## src/rtl/eeprom_port_pkg.sv

```systemverilog
// Constants for the host controller of a latched byte-wide EEPROM.
// Assumes a 100 MHz core clock; all pin timing is counted in its cycles.
package eeprom_port_pkg;
   // =====================================================
   // Clock
   localparam int CLK_MHZ            = 100;
   // =====================================================
   // Geometry
   localparam int ADDR_W             = 11;
   localparam int DATA_W             = 8;
   // =====================================================
   // Times as printed
   localparam int SETUP_NS           = 50;
   localparam int HOLD_NS            = 50;
   localparam int STROBE_LOW_STD_MS  = 9;
   localparam int STROBE_LOW_FAST_MS = 1;
   localparam int CHIP_STROBE_MS     = 10;
   localparam int CHIP_SETUP_US      = 1;
   localparam int RECOVERY_READ_US   = 2;
   localparam int READ_ACCESS_NS     = 250;
   // =====================================================
   // Cycle counts, least times rounded up
   localparam int SETUP_CYC      = (SETUP_NS * CLK_MHZ + 999) / 1000;
   localparam int HOLD_CYC       = (HOLD_NS * CLK_MHZ + 999) / 1000;
   localparam int CHIP_SETUP_CYC = CHIP_SETUP_US * CLK_MHZ;
   localparam int RECOVERY_CYC   = RECOVERY_READ_US * CLK_MHZ;
   localparam int READ_CYC       = (READ_ACCESS_NS * CLK_MHZ + 999) / 1000;
   localparam int STROBE_STD_CYC  = STROBE_LOW_STD_MS * 1000 * CLK_MHZ;
   localparam int STROBE_FAST_CYC = STROBE_LOW_FAST_MS * 1000 * CLK_MHZ;
   localparam int STROBE_CHIP_CYC = CHIP_STROBE_MS * 1000 * CLK_MHZ;
   // =====================================================
   // Commands
   typedef enum logic [1:0] {
      CMD_READ, CMD_ERASE, CMD_WRITE, CMD_CHIP_ERASE
   } cmd_t;
   localparam logic [7:0] ERASED_BYTE = 8'hFF;
   localparam int CNT_W = 24;
endpackage : eeprom_port_pkg

```

## src/rtl/eeprom_host_ctrl.sv

```systemverilog
// Host-side sequencer for a latched 2K x 8 EEPROM with strobe-started writes.
// Assumes commands arrive synchronous to core_clk and pins are registered here.
// =====================================================
// What this block does
// - Host erases byte before writing it; CMD_WRITE here issues no erase of its own
// - Erase: select low, gate high, data ones
// - Write same as erase, true data
// - Chip erase: gate at high voltage
// - Read: strobe high, select and gate low
// - Next mode only after recovery interval following erase or write; none after a read
// - Strobe low 9 ms, fast part 1 ms, chip erase 10 ms
module eeprom_host_ctrl #(
   parameter int STROBE_STD_CYC  = eeprom_port_pkg::STROBE_STD_CYC,
   parameter int STROBE_FAST_CYC = eeprom_port_pkg::STROBE_FAST_CYC,
   parameter int STROBE_CHIP_CYC = eeprom_port_pkg::STROBE_CHIP_CYC
) (
   input  wire logic                                core_clk,
   input  wire logic                                rst,
   input  wire logic                                fast_part,
   input  wire logic                                req_valid,
   input  wire eeprom_port_pkg::cmd_t               req_cmd,
   input  wire logic [eeprom_port_pkg::ADDR_W-1:0]  req_addr,
   input  wire logic [eeprom_port_pkg::DATA_W-1:0]  req_data,
   output logic                                     req_ready,
   output logic                                     rsp_valid,
   output logic      [eeprom_port_pkg::DATA_W-1:0]  rsp_data,
   output logic      [eeprom_port_pkg::ADDR_W-1:0]  mem_addr,
   output logic                                     chip_sel_n,
   output logic                                     out_gate_n,
   output logic                                     bulk_erase_gate_level,
   output logic                                     write_strobe_n,
   input  wire logic [eeprom_port_pkg::DATA_W-1:0]  mem_data_in,
   output logic      [eeprom_port_pkg::DATA_W-1:0]  mem_data_out,
   output logic                                     mem_data_oe_n
);
   // =====================================================
   // State
   typedef enum logic [2:0] {
      ST_IDLE, ST_SETUP, ST_STROBE, ST_HOLD, ST_RECOVER, ST_READ
   } state_t;

   localparam int CW = eeprom_port_pkg::CNT_W;

   state_t                               state_r, state_nxt;
   logic [CW-1:0]                        cnt_r, cnt_nxt;
   eeprom_port_pkg::cmd_t                cmd_r, cmd_nxt;
   logic                                 ready_r, ready_nxt;
   logic                                 rvalid_r, rvalid_nxt;
   logic [eeprom_port_pkg::DATA_W-1:0]   rdata_r, rdata_nxt;
   logic [eeprom_port_pkg::ADDR_W-1:0]   addr_r, addr_nxt;
   logic                                 cs_n_r, cs_n_nxt;
   logic                                 og_n_r, og_n_nxt;
   logic                                 hv_r, hv_nxt;
   logic                                 we_n_r, we_n_nxt;
   logic [eeprom_port_pkg::DATA_W-1:0]   dout_r, dout_nxt;
   logic                                 oe_n_r, oe_n_nxt;
   logic [CW-1:0]                        strobe_len;

   always_comb begin
      if (cmd_r == eeprom_port_pkg::CMD_CHIP_ERASE) begin
         strobe_len = CW'(STROBE_CHIP_CYC);
      end else if (fast_part) begin
         strobe_len = CW'(STROBE_FAST_CYC);
      end else begin
         strobe_len = CW'(STROBE_STD_CYC);
      end
   end

   // =====================================================
   // Sequencer
   always_comb begin
      state_nxt  = state_r;
      cnt_nxt    = cnt_r;
      cmd_nxt    = cmd_r;
      ready_nxt  = 1'b0;
      rvalid_nxt = 1'b0;
      rdata_nxt  = rdata_r;
      addr_nxt   = addr_r;
      cs_n_nxt   = cs_n_r;
      og_n_nxt   = og_n_r;
      hv_nxt     = hv_r;
      we_n_nxt   = 1'b1;
      dout_nxt   = dout_r;
      oe_n_nxt   = oe_n_r;
      case (state_r)
         ST_IDLE: begin
            cs_n_nxt  = 1'b1;
            og_n_nxt  = 1'b1;
            hv_nxt    = 1'b0;
            oe_n_nxt  = 1'b1;
            ready_nxt = 1'b1;
            if (req_valid && ready_r) begin
               ready_nxt = 1'b0;
               cmd_nxt   = req_cmd;
               addr_nxt  = req_addr;
               cs_n_nxt  = 1'b0;
               cnt_nxt   = '0;
               if (req_cmd == eeprom_port_pkg::CMD_READ) begin
                  og_n_nxt  = 1'b0;
                  state_nxt = ST_READ;
               end else begin
                  og_n_nxt  = 1'b1;
                  hv_nxt    = (req_cmd == eeprom_port_pkg::CMD_CHIP_ERASE);
                  dout_nxt  = (req_cmd == eeprom_port_pkg::CMD_WRITE) ? req_data
                              : eeprom_port_pkg::ERASED_BYTE;
                  oe_n_nxt  = 1'b0;
                  state_nxt = ST_SETUP;
               end
            end
         end
         ST_SETUP: begin
            cnt_nxt = cnt_r + CW'(1);
            if ((cmd_r == eeprom_port_pkg::CMD_CHIP_ERASE
                 && cnt_r >= CW'(eeprom_port_pkg::CHIP_SETUP_CYC - 1))
                || (cmd_r != eeprom_port_pkg::CMD_CHIP_ERASE
                 && cnt_r >= CW'(eeprom_port_pkg::SETUP_CYC - 1))) begin
               we_n_nxt  = 1'b0;
               cnt_nxt   = '0;
               state_nxt = ST_STROBE;
            end
         end
         ST_STROBE: begin
            // own timer, no completion flag exists
            we_n_nxt = 1'b0;
            cnt_nxt  = cnt_r + CW'(1);
            if (cnt_r >= strobe_len - CW'(1)) begin
               we_n_nxt  = 1'b1;
               cnt_nxt   = '0;
               state_nxt = ST_HOLD;
            end
         end
         ST_HOLD: begin
            cnt_nxt = cnt_r + CW'(1);
            if (cnt_r >= CW'(eeprom_port_pkg::HOLD_CYC - 1)) begin
               cs_n_nxt  = 1'b1;
               og_n_nxt  = 1'b1;
               hv_nxt    = 1'b0;
               oe_n_nxt  = 1'b1;
               cnt_nxt   = '0;
               state_nxt = ST_RECOVER;
            end
         end
         ST_RECOVER: begin
            cnt_nxt = cnt_r + CW'(1);
            if (cnt_r >= CW'(eeprom_port_pkg::RECOVERY_CYC - 1)) begin
               ready_nxt = 1'b1;
               state_nxt = ST_IDLE;
            end
         end
         ST_READ: begin
            cnt_nxt = cnt_r + CW'(1);
            if (cnt_r >= CW'(eeprom_port_pkg::READ_CYC - 1)) begin
               rdata_nxt  = mem_data_in;
               rvalid_nxt = 1'b1;
               cs_n_nxt   = 1'b1;
               og_n_nxt   = 1'b1;
               ready_nxt  = 1'b1;
               state_nxt  = ST_IDLE;
            end
         end
         default: begin
            state_nxt = ST_IDLE;
         end
      endcase
   end

   always_ff @(posedge core_clk) begin
      if (rst) begin
         state_r  <= ST_IDLE;
         cnt_r    <= '0;
         cmd_r    <= eeprom_port_pkg::CMD_READ;
         ready_r  <= 1'b0;
         rvalid_r <= 1'b0;
         rdata_r  <= '0;
         addr_r   <= '0;
         cs_n_r   <= 1'b1;
         og_n_r   <= 1'b1;
         hv_r     <= 1'b0;
         we_n_r   <= 1'b1;
         dout_r   <= '0;
         oe_n_r   <= 1'b1;
      end else begin
         state_r  <= state_nxt;
         cnt_r    <= cnt_nxt;
         cmd_r    <= cmd_nxt;
         ready_r  <= ready_nxt;
         rvalid_r <= rvalid_nxt;
         rdata_r  <= rdata_nxt;
         addr_r   <= addr_nxt;
         cs_n_r   <= cs_n_nxt;
         og_n_r   <= og_n_nxt;
         hv_r     <= hv_nxt;
         we_n_r   <= we_n_nxt;
         dout_r   <= dout_nxt;
         oe_n_r   <= oe_n_nxt;
      end
   end

   assign req_ready             = ready_r;
   assign rsp_valid             = rvalid_r;
   assign rsp_data              = rdata_r;
   assign mem_addr              = addr_r;
   assign chip_sel_n            = cs_n_r;
   assign out_gate_n            = og_n_r;
   assign bulk_erase_gate_level = hv_r;
   assign write_strobe_n        = we_n_r;
   assign mem_data_out          = dout_r;
   assign mem_data_oe_n         = oe_n_r;
endmodule : eeprom_host_ctrl

```

## config.mk

```make
export PLATFORM = sky130hd
export DESIGN_NAME = eeprom_host_ctrl
export DESIGN_NICKNAME = d
export VERILOG_FILES = /design/src/rtl/eeprom_port_pkg.sv /design/src/rtl/eeprom_host_ctrl.sv
export SDC_FILE = /design/constraint.sdc
export NUM_CORES = 1
export LEC_CHECK = 0
export ABC_AREA = 1
export BUFFER_PORTS_ARGS = -buffer_cell sky130_fd_sc_hd__buf_2
export CORE_MARGIN = 2
export CORE_UTILIZATION = 32
export CTS_BUF_LIST = sky130_fd_sc_hd__clkbuf_16
export DETAILED_ROUTE_END_ITERATION = 7
export GPL_ROUTABILITY_DRIVEN = 0
export GPL_TIMING_DRIVEN = 0
export PLACE_DENSITY_LB_ADDON = 0.1
export SKIP_LAST_GASP = 1
export SYNTH_ARGS = -nofsm -noshare
export SYNTH_HDL_FRONTEND = slang
export SYNTH_SLANG_ARGS = --single-unit
```

## constraint.sdc

```tcl
create_clock -name core_clk -period 5.42 [get_ports core_clk]
set_input_delay 0.542 -clock core_clk [delete_from_list [all_inputs] [get_ports core_clk]]
set_output_delay 0.542 -clock core_clk [all_outputs]
set_load 0.02 [all_outputs]
```

-- Word level (Yosys, flattened, before mapping)
Cells that the tools add are included.
- $add $sub $neg: 2
- multiply operators: 0
- div/mod/pow operators: 0
- magnitude comparators: 5
- equal/unequal tests: 15
- shifts and indexed selects: 0
- muxes and demuxes: 36
- bitwise operators: 2
- reductions and logical operators: 18
- operator list (cell ; number):
    24-bit one-hot mux with 5 select lines ; 1
    24-bit two-way mux ; 4
    20-bit two-way mux ; 2
    24-bit by 1-bit adder with 24-bit output (second input constant) ; 1
    24-bit greater-or-equal comparator ; 1
    24-bit by 3-bit greater-or-equal comparator with 1-bit output (second input constant) ; 1
    24-bit by 5-bit greater-or-equal comparator with 1-bit output (second input constant) ; 1
    24-bit by 7-bit greater-or-equal comparator with 1-bit output (second input constant) ; 1
    24-bit by 8-bit greater-or-equal comparator with 1-bit output (second input constant) ; 1
    24-bit by 1-bit subtractor with 24-bit output (second input constant) ; 1
    3-bit two-way mux ; 7
    3-bit one-hot mux with 6 select lines ; 1
    1-bit two-way mux ; 14
    2-bit != test (second input constant) ; 7
    1-bit one-hot mux with 3 select lines ; 3
    8-bit two-way mux ; 1
    2-bit AND reduction ; 4
    2-bit == test (second input constant) ; 3
    3-bit by 2-bit == test with 1-bit output (second input constant) ; 2
    3-bit == test (second input constant) ; 2
    1-bit one-hot mux with 2 select lines ; 3
    3-bit AND reduction ; 2
    6-bit AND reduction ; 1
    5-bit nonzero test ; 1
    other kinds (9) ; 13
- bits in registers: 63
- latch bits: 0
- memory bits (writable): 0
- ROM bits: 0
- bits of input ports: 33
- output and inout bits: 34
- memories kept: 0

-- Longest topological paths before layout
- depth in word-level cells: 6
- gate-level depth with buffers: 17
- mapped depth without buffers: 17

-- Worst setup path after synthesis
No wires, ideal clock.
- path kind: input to register
- start point: input port fast_part
- end point: register cnt_r[0]
- setup time: 0.111 ns
- data arrival time: 1.869 ns
- data required time: 5.309 ns
- slack: 3.440 ns
- cell stages on the path: 14
- cell sequence: inv_1 nor2_1 inv_1 ha_1 nand2_1 nor2_1 nand2_1 nor2_1 nand2_1 nand3_2 nand3_2 buf_6 o21bai_2 inv_2
- word-level cells in the longest chain between the ends: 6
- ends and longest elaborated chain (element ; RTL line ; source):
    start: declaration ; eeprom_host_ctrl.sv:19 ; input wire logic fast_part,
    20-bit two-way mux ; eeprom_host_ctrl.sv:62 ; end else if (fast_part) begin
    20-bit two-way mux ; eeprom_host_ctrl.sv:60 ; if (cmd_r == eeprom_port_pkg::CMD_CHIP_ERASE) begin
    24-bit by 1-bit subtractor with 24-bit output ; eeprom_host_ctrl.sv:126 ; if (cnt_r >= strobe_len - CW'(1)) begin
    24-bit greater-or-equal comparator ; eeprom_host_ctrl.sv:126 ;
    24-bit two-way mux ; eeprom_host_ctrl.sv:126 ;
    24-bit one-hot mux with 5 select lines ; eeprom_host_ctrl.sv:85 ; case (state_r)
    end signal: assignment ; eeprom_host_ctrl.sv:184 ; cnt_r <= cnt_nxt;
    end: declaration ; eeprom_host_ctrl.sv:45 ; logic [CW-1:0] cnt_r, cnt_nxt;
No other way between the ends.
A chain may end at the register's enable or synchronous reset.

-- Worst setup path after layout
- start point: register cmd_r[0]
- end point: register cnt_r[19]
- word-level cells in the longest chain between the ends: 6
- elaborated cells on any way between the ends: 11
- ends and longest elaborated chain (element ; RTL line ; source):
    start: declaration ; eeprom_host_ctrl.sv:46 ; eeprom_port_pkg::cmd_t cmd_r, cmd_nxt;
    start signal: assignment ; eeprom_host_ctrl.sv:171 ; cmd_r <= eeprom_port_pkg::CMD_READ;
    start signal: assignment ; eeprom_host_ctrl.sv:185 ; cmd_r <= cmd_nxt;
    2-bit == test ; eeprom_host_ctrl.sv:60, eeprom_host_ctrl.sv:113 ;
    20-bit two-way mux ; eeprom_host_ctrl.sv:60 ;
    24-bit by 1-bit subtractor with 24-bit output ; eeprom_host_ctrl.sv:126 ;
    24-bit greater-or-equal comparator ; eeprom_host_ctrl.sv:126 ;
    24-bit two-way mux ; eeprom_host_ctrl.sv:126 ;
    24-bit one-hot mux with 5 select lines (*) ; eeprom_host_ctrl.sv:85 ;
Mark *: on every way between the ends. The rest lies on a longest branch, timed or not.

==> impl_metrics.prom <==
# TYPE chip_impl_metric gauge
chip_impl_metric{name="post_syn_area",unit="mm^2"} 0.00383
chip_impl_metric{name="die_area",unit="mm^2"} 0.0129
chip_impl_info{name="worstPathCellList",value="nand2_1, inv_1, nor2_1, inv_1, ha_1, nand2_1, inv_1, nand2_1, nand2_1, nand2_1, nand2_1, nand2_1, nand3_2, nand3_2, buf_6, nand2_1, a21oi_1"} 1
chip_impl_info{name="worst_r2r_startpoint",value="cmd_r[0]"} 1
chip_impl_metric{name="drtAntennaViolNets",unit=""} 0
chip_impl_metric{name="initial_utilization",unit="%"} 33.1
chip_impl_metric{name="signed_area_change_from_the_synthesized_netlist_to_the_final_layout",unit="%"} 21.5
chip_impl_metric{name="cts_made_buffers",unit=""} 9
chip_impl_metric{name="drt-pass1-iter-count",unit=""} 4
chip_impl_metric{name="power.static_leakage",unit="nW"} 2.27
chip_impl_metric{name="finish.net_count",unit=""} 717
chip_impl_metric{name="maxCapViolations",unit=""} 0
chip_impl_info{name="yosys.cell_count.top_type",value="nand2_1"} 1
chip_impl_info{name="critical_path.top_delay_family",value="simple AND/OR/NAND/NOR gates"} 1
chip_impl_metric{name="seq_area_frac_synth",unit="%"} 33.0
chip_impl_metric{name="grt_first_pass_wirelength",unit="um"} 17600
chip_impl_info{name="critPathMostFrequentCell",value="nand2_1"} 1
chip_impl_metric{name="p_per_area",unit="mW/mm^2"} 355
chip_impl_metric{name="design.core.area",unit="mm^2"} 0.0116
chip_impl_info{name="critical_path.reg2reg.endpoint",value="cnt_r[19]"} 1
chip_impl_metric{name="floorplan.rows",unit=""} 39
chip_impl_metric{name="die_h",unit="um"} 113
chip_impl_metric{name="drive_gt1_share",unit="%"} 19.0
chip_impl_info{name="synth-main-ff-cell",value="dfxtp_1"} 1
chip_impl_metric{name="clock_path_buffers",unit=""} 2
chip_impl_info{name="setup.worst_path.end_class",value="register"} 1
chip_impl_metric{name="io_buffers",unit=""} 65
chip_impl_metric{name="yosys_register_bits",unit=""} 63
chip_impl_metric{name="critPathArrivalTime",unit="ns"} 2.85
chip_impl_metric{name="timing.critical_path.required",unit="ns"} 5.68
chip_impl_info{name="synth.largest_area_cell",value="dfxtp_1"} 1
chip_impl_metric{name="reg_clk_slew_reported_paths",unit="ns"} 0.06
chip_impl_metric{name="dpl_worst_slack",unit="ns"} 2.83
chip_impl_metric{name="clock_skew",unit="ns"} 0.00729
chip_impl_metric{name="r2r_slack",unit="ns"} 2.83
chip_impl_info{name="critical_path_class",value="register to register"} 1
chip_impl_metric{name="grt_start_max_net_pins",unit=""} 13
chip_impl_metric{name="clk_latency",unit="ns"} 0.34
chip_impl_metric{name="holdWs",unit="ns"} 0.427
chip_impl_metric{name="yosys_warnings",unit=""} 0
chip_impl_metric{name="wirelength",unit="um"} 10500
chip_impl_info{name="grt_setup_unrepaired",value="false"} 1
chip_impl_metric{name="vdd_ir_drop_max",unit="mV"} 0.232
chip_impl_metric{name="post-route-period-util",unit="%"} 47.8
chip_impl_metric{name="via_count",unit=""} 3892
chip_impl_metric{name="syn_inst",unit=""} 593
chip_impl_metric{name="setup_violations",unit=""} 0
chip_impl_metric{name="dr.first_iter.drc_count",unit=""} 153
chip_impl_metric{name="grt_usage",unit="%"} 17.2
chip_impl_metric{name="critPathBufInv",unit=""} 4
chip_impl_metric{name="detailedPlacementHpwl",unit="um"} 8160
chip_impl_metric{name="synth_largest_type_area_fraction",unit="%"} 33.0
chip_impl_metric{name="postLayoutCoreUtil",unit="%"} 40.2
chip_impl_metric{name="post_cts_sizing",unit=""} 0
chip_impl_metric{name="final_ws_setup",unit="ns"} 2.83
chip_impl_metric{name="asyncSetResetFlopFracSynth",unit="%"} 0
chip_impl_metric{name="fmax",unit="MHz"} 386
chip_impl_info{name="worst_hold_path.endpoint",value="mem_addr[7]"} 1
chip_impl_metric{name="antenna_found_initial",unit=""} 0
chip_impl_metric{name="final-hold-violation-count",unit=""} 0
chip_impl_info{name="synthTopCellsByArea",value="dfxtp_1 33%, nand2_1 15%, nor2_1 9.9%, inv_1 6.0%, ha_1 4.9%"} 1
chip_impl_metric{name="period_minus_slack",unit="ns"} 2.59
chip_impl_metric{name="finalSetupTns",unit="ns"} 0
chip_impl_metric{name="grt_overflow",unit=""} 0
chip_impl_metric{name="grt_pass1_vias",unit=""} 3755
chip_impl_metric{name="timing_max_transition_violations_final",unit=""} 0
chip_impl_metric{name="worst_slew_pin_slew",unit="ns"} 0.541
chip_impl_metric{name="ioPinCount",unit=""} 67
chip_impl_metric{name="critPathMaxStageDelay",unit="ns"} 0.33
chip_impl_metric{name="drt_drc_violations_left",unit=""} 0
chip_impl_metric{name="synth.net_count",unit=""} 641
chip_impl_metric{name="vias_per_cell",unit=""} 4.76
chip_impl_info{name="hold_path_start",value="req_addr[7]"} 1
chip_impl_metric{name="clock-sinks",unit=""} 63
chip_impl_info{name="timing.critical_path.from_type",value="register"} 1
chip_impl_info{name="clock_tree.root_cell",value="clkbuf_16"} 1
chip_impl_metric{name="slew_limit_headroom",unit="%"} 63.9
chip_impl_metric{name="reg2reg_depth",unit=""} 17
chip_impl_metric{name="postCtsSetupRepairBufs",unit=""} 0
chip_impl_info{name="yosys-top-cells-count",value="158 x nand2_1, 101 x nor2_1, 63 x dfxtp_1, 61 x inv_1, 31 x o21ai_0"} 1
chip_impl_metric{name="synth_edf_count",unit=""} 0
chip_impl_info{name="critical_path.slowest_cell",value="nand2_1"} 1
chip_impl_metric{name="netlist_cell_types",unit=""} 38
chip_impl_metric{name="min_path_cells",unit=""} 3
chip_impl_info{name="outcome",value="finished, final reports clean"} 1
chip_impl_metric{name="syn_avg_cell_area",unit="um^2"} 6.45
chip_impl_metric{name="antennaDiodeCount",unit=""} 0
chip_impl_metric{name="cts_htree_levels",unit=""} 3
chip_impl_metric{name="die_x",unit="um"} 113
chip_impl_info{name="min_path_type",value="input pin to register"} 1
chip_impl_metric{name="wire_length_per_cell_after_detailed_routing",unit="um"} 12.9
chip_impl_info{name="tritoncts",value="done"} 1
chip_impl_metric{name="cts_hold_buf",unit=""} 0
chip_impl_metric{name="critical_path.max_fanout",unit=""} 10
state kept, by name (all words and copies together), names as in the netlist:
signal	flops
chip_sel_n	1
req_ready	1
cmd_r	2
mem_data_oe_n	1
mem_data_out	8
bulk_erase_gate_level	1
write_strobe_n	1
mem_addr	11
cnt_r	24
rsp_data	8
state_r	3
rsp_valid	1
out_gate_n	1
area by class of cell:
class                      count  area, um^2
inverter                      71         267
tap                          143         179
multi-input combinational    444        2230
clock inverter                 7        95.1
fill                        1275        6910
buffer                        15        71.3
sequential                    63        1260
timing repair buffer          65         325
clock buffer                   9         225
cell usage in the layout (no fill, tap or decap), types with 2 or more instances in the layout:
| master | Yosys | layout |
|---|---|---|
| o21ai_2 | 2 | 2 |
| a21oi_2 | 5 | 5 |
| inv_6 | 0 | 2 |
| bufinv_16 | 0 | 2 |
| clkinv_2 | 0 | 2 |
| nand3_1 | 26 | 26 |
| buf_2 | 3 | 68 |
| inv_2 | 9 | 9 |
| o21bai_1 | 3 | 3 |
| ha_1 | 15 | 15 |
| o211ai_1 | 4 | 4 |
| a21oi_1 | 27 | 27 |
| nor2_2 | 4 | 4 |
| nor2_4 | 4 | 4 |
| xor2_1 | 7 | 7 |
| nor3_1 | 10 | 10 |
| o21ai_0 | 31 | 31 |
| a21o_1 | 3 | 3 |
| inv_1 | 61 | 61 |
| clkbuf_16 | 0 | 9 |
| dfxtp_1 | 63 | 63 |
| buf_1 | 2 | 2 |
| nand3_2 | 4 | 4 |
| nand2_1 | 158 | 158 |
| nor2_1 | 101 | 101 |
| o21bai_2 | 3 | 3 |
| or2_2 | 2 | 2 |
| nand2_2 | 6 | 6 |
| nand4_1 | 20 | 20 |
| clkbuf_1 | 8 | 8 |
worst min-delay path, cell delays in order:
cell and delay, ns:
buf_2 0.07, nor2_1 0.03, nor2_1 0.08
per-layer routing:
layer	wire length, um	track usage [%]
met3	606	5.95
met4	93	5.04
met2	4910	28.5
met1	4930	21.2
met5	0	0
through the flow:
stage	instance area [um^2]	std cells	total power [W]
2_1_floorplan	3830	593	0.000890
3_5_place_dp	4330	801	0.00104
5_1_grt	4650	817	0.00176
6_report	4650	817	0.00165
3_3_place_gp	4330	801	0.00104
4_1_cts	4650	817	0.00168
cells by family (layout without fill, tap and decap cells):
group / count (synthesis) / count (layout) / share of synthesized area (%)
compound gates: 80 / 80 / 12.4
xor+xnor: 8 / 8 / 1.83
fa+ha+maj: 15 / 15 / 4.90
buf+inv: 86 / 167 / 8.83
flops: 63 / 63 / 33.0
other cells: 1 / 1 / 0.0980
simple gates: 340 / 340 / 39.0
worst max path at each step:
| stage | startpoint | to | slack [ns] | cells past startpoint |
|---|---|---|---|---|
| finish | cmd_r[0] | cnt_r[19] | 2.83 | 17 |
| global route | cmd_r[0] | cnt_r[15] | 2.57 | 16 |
| detailed placement | cmd_r[0] | cnt_r[11] | 2.83 | 16 |
| floorplan | fast_part | cnt_r[0] | 3.44 | 14 |
| global placement | cmd_r[0] | cnt_r[9] | 2.87 | 16 |
| CTS | cmd_r[0] | cnt_r[19] | 2.80 | 17 |
report_power, final:
part | internal [W] | leakage [nW] | total [W] | switching [W]
Clock | 0.000404 | 0.156 | 0.000626 | 0.000223
Combinational | 0.000149 | 1.60 | 0.000482 | 0.000333
Sequential | 0.000514 | 0.511 | 0.000545 | 0.0000308
Total | 0.00107 | 2.27 | 0.00165 | 0.000587
No activity file was read; power rests on OpenSTA's default activity.
